## config.mk

```make
export PLATFORM = sky130hd
export DESIGN_NAME = cppm_clock_control
export DESIGN_NICKNAME = d
export VERILOG_FILES = /design/src/cppm_pkg.sv /design/src/cppm_prescaler.sv /design/src/cppm_clock_control.sv
export SDC_FILE = /design/constraint.sdc
export NUM_CORES = 1
export LEC_CHECK = 0
export ABC_AREA = 1
export BUFFER_PORTS_ARGS = -buffer_cell sky130_fd_sc_hd__buf_4
export CORE_MARGIN = 2
export CORE_UTILIZATION = 54
export DETAILED_ROUTE_END_ITERATION = 10
export PLACE_DENSITY = 0.82
export SYNTH_ARGS = -nofsm -noshare
export SYNTH_HDL_FRONTEND = slang
export SYNTH_SLANG_ARGS = --single-unit
```

## constraint.sdc

```tcl
create_clock -name clock -period 2.52 [get_ports clock]
set_input_delay 0.252 -clock clock [delete_from_list [all_inputs] [get_ports clock]]
set_output_delay 0.252 -clock clock [all_outputs]
set_load 0.01 [all_outputs]
```

## src/cppm_pkg.sv

```systemverilog
// Purpose: Shared constants and types for the clock prescaler and power mode block
// Assumes: One oscillator clock; the watch clock arrives as a slow pin level
// Notes: Counts and codes are named once here and used by name elsewhere
package cppm_pkg;

    // ==========================================================
    // Prescaler widths and reset values
    localparam int SYS_PS_WIDTH = 13;
    localparam int W_PS_WIDTH = 5;
    localparam logic [12:0] SYS_PS_RESET = 13'h0000;
    localparam logic [4:0] W_PS_RESET = 5'h00;

    // ==========================================================
    // Watch clock figures
    localparam real WATCH_FREQ_KHZ = 32.768;
    localparam int WATCH_PRE_DIV = 4;
    localparam int WDIV_WIDTH = 3;
    localparam logic [2:0] WDIV_RESET = 3'h0;

    // ==========================================================
    // System clock division select codes and last divider counts
    localparam int OSC_DIV_WIDTH = 6;
    localparam logic [5:0] OSC_DIV_RESET = 6'h00;
    localparam logic [2:0] SYSDIV_1 = 3'h0;
    localparam logic [2:0] SYSDIV_8 = 3'h1;
    localparam logic [2:0] SYSDIV_16 = 3'h2;
    localparam logic [2:0] SYSDIV_32 = 3'h3;
    localparam logic [2:0] SYSDIV_64 = 3'h4;
    localparam logic [5:0] LAST_1 = 6'h00;
    localparam logic [5:0] LAST_8 = 6'h07;
    localparam logic [5:0] LAST_16 = 6'h0f;
    localparam logic [5:0] LAST_32 = 6'h1f;
    localparam logic [5:0] LAST_64 = 6'h3f;

    // ==========================================================
    // Subclock division select codes
    localparam logic [1:0] SUBDIV_2 = 2'h0;
    localparam logic [1:0] SUBDIV_4 = 2'h1;
    localparam logic [1:0] SUBDIV_8 = 2'h2;

    // ==========================================================
    // Interval timer mode register bit positions
    localparam int TMR_HI_POS = 3;
    localparam int TMR_LO_POS = 2;

    // ==========================================================
    // Peripheral count and operating modes
    localparam int NUM_MODULES = 8;

    typedef enum logic [2:0] {
        CPPM_ACTIVE,
        CPPM_SLEEP,
        CPPM_SUBACTIVE,
        CPPM_SUBSLEEP,
        CPPM_STANDBY
    } cppm_mode_type;

endpackage

```

## src/cppm_prescaler.sv

```systemverilog
// Purpose: Free-running up-counter with one registered tap pulse per bit
// Assumes: advance is a one-cycle enable on the same clock
// Notes: Tap k pulses once every 2**(k+1) advances
`timescale 1ns/10ps
`default_nettype none
module cppm_prescaler #(
    parameter int WIDTH = 13
) (
    input wire logic clock,
    input wire logic sys_rst,
    input wire logic clear,
    input wire logic advance,
    output logic [WIDTH-1:0] count_ff,
    output logic [WIDTH-1:0] tap_ff
);

    // ==========================================================
    // Counter and taps
    logic [WIDTH-1:0] nxt_count;
    logic [WIDTH-1:0] nxt_tap;

    always_comb begin
        nxt_count = count_ff;
        if (clear) begin
            nxt_count = '0;
        end else if (advance) begin
            nxt_count = count_ff + 1'b1;
        end
    end

    generate
        for (genvar k = 0; k < WIDTH; k++) begin : g_tap
            always_comb begin
                nxt_tap[k] = advance && !clear && (&count_ff[k:0]);
            end
        end
    endgenerate

    always_ff @(posedge clock or posedge sys_rst) begin
        if (sys_rst) begin
            count_ff <= '0;
            tap_ff <= '0;
        end else begin
            count_ff <= nxt_count;
            tap_ff <= nxt_tap;
        end
    end

endmodule
`default_nettype wire

```

## src/cppm_clock_control.sv

```systemverilog
// Purpose: System and watch prescalers and mode-driven clock enables
// Assumes: clock is the oscillator clock; the watch clock is a pin level
// Notes: Every divided clock leaves as a one-cycle enable pulse
// Overview of operation
// - System prescaler is a 13-bit counter advancing once per system clock.
// - System prescaler clears on reset and counts after reset release.
// - Standby, subactive and subsleep stop system clock and hold prescaler at zero.
// - System prescaler count has no processor read or write path.
// - System taps run from clock over 2 to over 8192, shared by peripherals.
// - In active and sleep, system clock is oscillator divided by the select field.
// - Watch prescaler is a 5-bit counter fed by watch clock over 4.
// - Watch clock over 4 enable, the watch prescaler input, drives the interval timer time base when selected, in standby only.
// - Watch prescaler clears on reset and counts after release.
// - Watch prescaler keeps counting in standby, subactive and subsleep.
// - Writing ones to both upper timer mode bits clears watch prescaler.
// - Subclock taps run from watch clock over 8 to over 128.
// - Active mode runs all on oscillator over 1, 8, 16, 32 or 64.
// - Subactive runs all on watch clock over 2, 4 or 8.
// - Sleep and subsleep stop processor; peripherals keep their clock.
// - Standby stops all except interval timer when time base selected.
// - Individual unused peripherals can be stopped one by one.
`timescale 1ns/10ps
`default_nettype none
module cppm_clock_control
    import cppm_pkg::*;
#(
    parameter int MODULES = cppm_pkg::NUM_MODULES
) (
    input wire logic clock,
    input wire logic sys_rst,
    input wire cppm_pkg::cppm_mode_type mode,
    input wire logic [2:0] sysclk_div_select,
    input wire logic [1:0] sub_div_select,
    input wire logic watch_clk_pin,
    input wire logic tmr_mode_wr,
    input wire logic [3:0] tmr_mode_wdata,
    input wire logic clock_timebase_sel,
    input wire logic [MODULES-1:0] module_stop,
    output logic sys_clk_en,
    output logic sub_clk_en,
    output logic cpu_clk_en,
    output logic [MODULES-1:0] periph_clk_en,
    output logic timer_clk_en,
    output logic [cppm_pkg::SYS_PS_WIDTH-1:0] sys_taps,
    output logic [cppm_pkg::W_PS_WIDTH-1:0] watch_taps
);

    import cppm_pkg::*;

    // ==========================================================
    // Mode decode
    logic sys_run;
    logic sub_mode;
    logic cpu_mode;

    always_comb begin
        sys_run = (mode == CPPM_ACTIVE) || (mode == CPPM_SLEEP);
        sub_mode = (mode == CPPM_SUBACTIVE) || (mode == CPPM_SUBSLEEP);
        cpu_mode = (mode == CPPM_ACTIVE) || (mode == CPPM_SUBACTIVE);
    end

    // ==========================================================
    // Oscillator divider producing the system clock enable
    function automatic logic [5:0] div_last(input logic [2:0] sel);
        logic [5:0] last;
        last = LAST_1;
        if (sel == SYSDIV_8) begin
            last = LAST_8;
        end else if (sel == SYSDIV_16) begin
            last = LAST_16;
        end else if (sel == SYSDIV_32) begin
            last = LAST_32;
        end else if (sel == SYSDIV_64) begin
            last = LAST_64;
        end
        return last;
    endfunction

    logic [OSC_DIV_WIDTH-1:0] osc_div_ff;
    logic [OSC_DIV_WIDTH-1:0] nxt_osc_div;
    logic osc_wrap;

    always_comb begin
        osc_wrap = (osc_div_ff >= div_last(sysclk_div_select));
        nxt_osc_div = osc_div_ff + 1'b1;
        if (!sys_run || osc_wrap) begin
            nxt_osc_div = OSC_DIV_RESET;
        end
        sys_clk_en = sys_run && osc_wrap;
    end

    always_ff @(posedge clock or posedge sys_rst) begin
        if (sys_rst) begin
            osc_div_ff <= OSC_DIV_RESET;
        end else begin
            osc_div_ff <= nxt_osc_div;
        end
    end

    // ==========================================================
    // System prescaler; count stays internal with no access port
    logic [SYS_PS_WIDTH-1:0] sys_count;

    cppm_prescaler #(
        .WIDTH(SYS_PS_WIDTH)
    ) u_sys_ps (
        .clock(clock),
        .sys_rst(sys_rst),
        .clear(!sys_run),
        .advance(sys_clk_en),
        .count_ff(sys_count),
        .tap_ff(sys_taps)
    );

    // ==========================================================
    // Watch clock pin synchroniser and edge detection
    logic [2:0] wsync_ff;
    logic [2:0] nxt_wsync;
    logic wlevel_ff;
    logic nxt_wlevel;
    logic watch_rise;

    always_comb begin
        nxt_wsync = {wsync_ff[1:0], watch_clk_pin};
        nxt_wlevel = wlevel_ff;
        if (wsync_ff[1] == wsync_ff[2]) begin
            nxt_wlevel = wsync_ff[2];
        end
        watch_rise = nxt_wlevel && !wlevel_ff;
    end

    always_ff @(posedge clock or posedge sys_rst) begin
        if (sys_rst) begin
            wsync_ff <= 3'h0;
            wlevel_ff <= 1'b0;
        end else begin
            wsync_ff <= nxt_wsync;
            wlevel_ff <= nxt_wlevel;
        end
    end

    // ==========================================================
    // Watch clock divider: subclock and watch-over-4 enables
    logic [WDIV_WIDTH-1:0] wdiv_ff;
    logic [WDIV_WIDTH-1:0] nxt_wdiv;
    logic wq_en;

    always_comb begin
        nxt_wdiv = wdiv_ff;
        if (watch_rise) begin
            nxt_wdiv = wdiv_ff + 1'b1;
        end
        wq_en = watch_rise && (&wdiv_ff[1:0]);
        sub_clk_en = watch_rise && wdiv_ff[0];
        if (sub_div_select == SUBDIV_4) begin
            sub_clk_en = watch_rise && (&wdiv_ff[1:0]);
        end else if (sub_div_select == SUBDIV_8) begin
            sub_clk_en = watch_rise && (&wdiv_ff);
        end
    end

    always_ff @(posedge clock or posedge sys_rst) begin
        if (sys_rst) begin
            wdiv_ff <= WDIV_RESET;
        end else begin
            wdiv_ff <= nxt_wdiv;
        end
    end

    // ==========================================================
    // Watch prescaler, cleared by the timer mode write
    logic [W_PS_WIDTH-1:0] w_count;
    logic tmr_clear;

    always_comb begin
        tmr_clear = tmr_mode_wr && tmr_mode_wdata[TMR_HI_POS]
            && tmr_mode_wdata[TMR_LO_POS];
    end

    cppm_prescaler #(
        .WIDTH(W_PS_WIDTH)
    ) u_w_ps (
        .clock(clock),
        .sys_rst(sys_rst),
        .clear(tmr_clear),
        .advance(wq_en),
        .count_ff(w_count),
        .tap_ff(watch_taps)
    );

    // ==========================================================
    // Processor, peripheral and timer enables
    logic periph_base;

    always_comb begin
        periph_base = 1'b0;
        cpu_clk_en = 1'b0;
        if (sys_run) begin
            periph_base = sys_clk_en;
        end else if (sub_mode) begin
            periph_base = sub_clk_en;
        end
        if (cpu_mode) begin
            cpu_clk_en = periph_base;
        end
        periph_clk_en = {MODULES{periph_base}} & ~module_stop;
        timer_clk_en = periph_base;
        if (mode == CPPM_STANDBY) begin
            timer_clk_en = clock_timebase_sel && wq_en;
        end
    end
endmodule
`default_nettype wire

```

# After elaboration in Yosys (flattened, before gate mapping)
# Cells that the tools add are included.
# word_totals
regBits,49
in_bits,25
output_inout_bits,30
wordCells,98
# classes
addsub,4
order_cmp,1
eq_ne,12
mux,16
n_bitwise,2
n_reduce_logical,55
# op_table
op,n
$mux 6,5
$logic_and 1x1->1,28
$mux 13,2
$add 13x1->13 const B,1
$reduce_and 13->1,1
$eq 3x2->1 const B,4
$reduce_and 12->1,1
$reduce_and 11->1,1
$mux 5,2
$reduce_and 10->1,1
$reduce_and 5->1,2
$reduce_and 3->1,3
$reduce_and 9->1,1
$and 8x8->8,1
$not 8->8,1
$reduce_and 4->1,2
$reduce_and 8->1,1
$mux 1,7
$reduce_and 7->1,1
$add 6x1->6 const B,1
$eq 3x1->1 const B,2
$eq 3x3->1 const B,2
$ge 6x6->1,1
$reduce_and 2->1,3
other kinds (11),16

# Depth between registers and ports, before layout
# depth
word_depth,9
mapped_depth,16
ltp_nobuf,15

# Modules after synthesis
# A second synthesis with hierarchy kept.
# hier_totals
hier_cells,278
hier_area_um2,2408.6
# modules_own_cells
mod,instances,cells_per_inst,area_each_um2,seq_area_each_um2
cppm_prescaler (u_sys_ps),1,116,1098.6,650.6
cppm_clock_control,1,116,889.6,325.3
cppm_prescaler (u_w_ps),1,46,420.4,250.2

# Worst setup path before layout
# OpenSTA, ideal clock, no wires.
# synth_timing
kind,in2out
start,input port sysclk_div_select[1]
end,output port cpu_clk_en
t_arrival_ns,1.778
t_required_ns,2.268
setup_slack_ns,0.490
cell_stages,13
n_path_buf,2
cell_sequence,nor3_1 a21oi_1 o21ai_0 inv_1 ha_1 nand2_1 nor2_1 nand2_1 nand2_2 buf_6 nand2_4 buf_6 a21oi_2
# synth_via
elab_chain_len,9
word_cells_on_any_way,12
classes_between,1 x order compare; 4 x eq/ne; 6 x mux; 1 x reduce/logical
# synth_rtl
item,line,text
start: declaration,cppm_clock_control.sv:32,"input wire logic [2:0] sysclk_div_select,"
$eq 3x3->1,cppm_clock_control.sv:73,end else if (sel == SYSDIV_64) begin
$mux 6,cppm_clock_control.sv:73,
$mux 6,cppm_clock_control.sv:71,end else if (sel == SYSDIV_32) begin
$mux 6,cppm_clock_control.sv:69,end else if (sel == SYSDIV_16) begin
$mux 6 (*),cppm_clock_control.sv:67,if (sel == SYSDIV_8) begin
$ge 6x6->1 (*),cppm_clock_control.sv:84,osc_wrap = (osc_div_ff >= div_last(sysclk_div_select));
$logic_and 1x1->1 (*),cppm_clock_control.sv:89,sys_clk_en = sys_run && osc_wrap;
$mux 1 (*),cppm_clock_control.sv:198,if (sys_run) begin
$mux 1 (*),cppm_clock_control.sv:203,if (cpu_mode) begin
end: declaration,cppm_clock_control.sv:41,"output logic cpu_clk_en,"
# Mark *: on every way between the ends. The rest lies on a longest branch, timed or not.

# Final worst setup path
# layout_timing
start,input port sysclk_div_select[1]
end,output port sys_clk_en
# layout_via
elab_chain_len,7
word_cells_on_any_way,10
classes_between,1 x order compare; 4 x eq/ne; 4 x mux; 1 x reduce/logical
# layout_rtl
item,line,text
$eq 3x3->1,cppm_clock_control.sv:73,
$mux 6,cppm_clock_control.sv:73,
$mux 6,cppm_clock_control.sv:71,
$mux 6,cppm_clock_control.sv:69,
$mux 6 (*),cppm_clock_control.sv:67,
$ge 6x6->1 (*),cppm_clock_control.sv:84,
$logic_and 1x1->1 (*),cppm_clock_control.sv:89,
end: declaration,cppm_clock_control.sv:39,"output logic sys_clk_en,"
# Marks and branches as above.

==> results.cfg <==
[global_route]
antenna_found_initial = 0
grt_remaining_overflow = 0
grt_pass1_vias = 2130
grt_max_degree = 21
grt_first_pass_wirelength_um = 9290
grt_usage_pct = 22.6

[finish]
fin_nets = 400
area_growth_syn_to_layout_pct = 23.1
antenna_cells = 0
drive_gt1_share_pct = 26.1
final_cells = 414
seq_area_sq_um = 1230
fillers = 398
multi_input_area_sq_um = 1200

[sta]
max_freq_mhz = 435
period_needed_ns = 2.30
fin_skew_ns = 0.00764
hold_ws_ns = 0.0533
worst_pin_slew_ns = 0.431
setup_viol = 0
hold_viol_final = 0
post-route-period-util_pct = 91.3
max_slew_margin_pct = 71.2
rsz0062_at_grt = no
maxSlewViolCount = 0
tns_ns = 0

[routing]
num_vias = 2182
drtIter0Drc = 169
post_drt_wl_per_cell_um = 13.0
viasPerCell = 5.27
dr.pass1.iters = 4
drc_errors = 0
drtAntennaViolNets = 0
drt_wl_total_um = 5400

[critical_path]
slowest_stage = ha_1
critPathLaunchType = input port
crit_start = sysclk_div_select[1]
path_delay_family = buffers and inverters
cp_cell_sequence = buf_4, nor3_2, inv_1, o21ai_0, inv_1, ha_1, nand2_1, inv_1, a21oi_2, nand2_4, nand2_8, clkinvlp_4, buf_4
critPathCaptureType = primary output
r2r_end = u_sys_ps.count_ff[8]$_DFFE_PP0P_
worstSetupPathType = in -> out
path_depth = 13
arrival_ns = 2.05
reg2reg_from = osc_div_ff[5]$_DFF_PP0_
critPathMostFrequentCell = inv_1
worst-r2r-setup-slack_ns = 0.52
cp-endpoint = sys_clk_en
critPathMaxStageDelay_ns = 0.26
r2r_cells = 9
crit_required_ns = 2.27
path_max_fanout = 12
critical_path_buf_inv_count = 6

[place]
dp_cells = 405
port_buffers = 52
gp_congestion = 0.838
dp_hpwl_um = 4020

[synthesis]
synth.area.mux_share_pct = 0
synth_xor_area_share_pct = 1.35
synth.distinct_cells = 31
synth-adder-area-share_pct = 8.09
yosys.area_share.simple_pct = 30.0
ys_warn_count = 0
synth-compound-area-share_pct = 6.02
syn-cell-area_sq_um = 2600
netlist_instances = 299
avgSynthCellArea_sq_um = 8.69
ys_seq_area_share_pct = 47.2
synth_top_family_by_area = simple AND/OR/NAND/NOR gates
synth_seq_cells = 49
synth_top_area_share_pct = 47.2
synth_top_area_cell = dfrtp_1
synth.area.top_cells = dfrtp_1, nand2_1, ha_1, inv_1, nand3_1
syn-num-nets = 340

[floorplanning]
fp.dieH_um = 73.4
initial_core_util_pct = 55.4
dieArea_sq_um = 5380
io_pins = 55
rows = 25
die_w_um = 73.4
core_sq_um = 4690

[worst_hold_path]
worstHoldStart = watch_clk_pin
hp-class = in -> reg

[clock_tree]
post_cts_buffers = 0
cts_buffer_depth = 2
clock_tree.htree_level_count = 2
clock-sinks = 49
numCtsBuffers = 5
clock-root-buffer = clkbuf_8
clk_latency_ns = 0.31
clk_transition_reported_paths_ns = 0.08
cts_tree = built

[outcome]
status = finished clean

[pwr]
power_density_nw_per_um2 = 524
leakage_nw = 1.65
ir_drop_mv = 0.386

[flow_run]
drv_cap = 0
==> layout make-up <==
class                   count  area share (%)
inverters                  39            4.70
multi-input cells         207            37.6
well taps                  54            2.11
flip-flops and latches     49            38.4
repair buffers             57            13.5
clock buffers               6            2.58
clock inverters             2            1.17
==> worst min-delay path by stage <==
stage	end	slack [ns]	depth (start not counted)
2_1_floorplan	wsync_ff[0]$_DFF_PP0_	0.28	0
3_3_place_gp	u_w_ps.tap_ff[2]$_DFF_PP0_	0.28	2
3_5_place_dp	u_w_ps.tap_ff[2]$_DFF_PP0_	0.28	2
4_1_cts	wsync_ff[0]$_DFF_PP0_	0.04	1
5_1_grt	wsync_ff[0]$_DFF_PP0_	0.04	1
6_report	wsync_ff[0]$_DFF_PP0_	0.05	1
==> cells by family (layout without fill, tap and decap cells) <==
kind of cell,Yosys count,in the layout
fa+ha+maj,17,17
flops,49,49
simple gates,165,165
xor+xnor,4,4
buf+inv,43,104
compound gates,21,21
==> per-stage QoR <==
step	area [sq um]	total power [mW]	setup WS [ns]	util [%]
floorplan	2600	1.02	0.490	-
global placement	3040	1.08	0.187	64.8
detailed placement	3040	1.10	0.0840	64.8
CTS	3170	1.69	0.0844	67.6
global route	3200	1.76	0.0455	68.1
finish	3200	1.68	0.220	68.1
==> Yosys cell counts <==
master,count
buf_6,4
o21ai_1,1
nor3b_1,1
nor2_1,36
nand3_2,3
nand4_1,10
nand2_2,1
or2_2,1
nor3_4,1
a21o_1,2
ha_1,16
nand2_4,1
o21ai_2,2
dfrtp_1,49
inv_2,1
nand3_1,27
nor2_8,1
o21ai_0,4
nor3_1,3
nor3_2,2
a21oi_1,1
a31oi_1,1
nor2_2,1
nor4_1,1
inv_1,38
nor2_4,2
nand2_1,74
a21oi_2,10
xor2_1,2
maj3_1,1
xnor2_1,2
==> worst reg2reg max path: cells and delay by family, from the launching register on <==
family                     cells  cell delay [ns]
adders and majority gates      1             0.33
DFF                            1             0.43
buffers and inverters          2             0.24
and+or+nand+nor                5             0.75
AOI/OAI and AO/OA              1             0.21
==> report_power, final <==
group | internal (mW) | switching, mW
Clock | 0.323 | 0.266
Sequential | 0.823 | 0.0317
Combinational | 0.0974 | 0.135
Total | 1.24 | 0.432
==> cell usage in the layout (no fill, tap or decap) <==
cell type      Yosys  routed
nand2_1           74      74
buf_4              0      56
dfrtp_1           49      49
inv_1             38      36
nor2_1            36      36
nand3_1           27      27
ha_1              16      16
a21oi_2           10      11
nand4_1           10      10
clkbuf_8           0       6
nand3_2            3       3
o21ai_0            4       3
nor3_2             2       3
nor2_4             2       2
o21ai_1            1       2
xnor2_1            2       2
inv_2              1       2
clkinvlp_4         0       2
nor3_1             3       2
xor2_1             2       2
o21ai_2            2       2
a21o_1             2       2
nor2_8             1       1
nand2_4            1       1
nor3b_1            1       1
maj3_1             1       1
a31oi_1            1       1
nand2_8            0       1
nor3_4             1       1
nor4_1             1       1
nor2_2             1       1
or2_2              1       1
bufinv_16          0       1
dlygate4sd3_1      0       1
==> sequential cells by signal, summed over array words and instances, names as in the netlist <==
name,flops
wdiv_ff,3
osc_div_ff,6
wsync_ff,3
u_sys_ps.tap_ff,13
wlevel_ff,1
u_w_ps.tap_ff,5
u_sys_ps.count_ff,13
u_w_ps.count_ff,5
==> repair_timing <==
action / in CTS / in global routing
hold endpoints to repair: 18 / 0
setup endpoints to repair: 0 / 11
gates resized for setup: 0 / 6
hold buffers: 1 / 0
==> per-layer routing <==
metal | share of wire [%] | vias up | track usage, %
met5 | 0 | - | 0
met4 | 1.9 | 0 | 10.7
met3 | 5.6 | 10 | 4.80
met2 | 49 | 69 | 37.1
met1 | 44 | 1018 | 28.4
li1 | - | 1085 | -
Power figures use the tool's default switching activity.
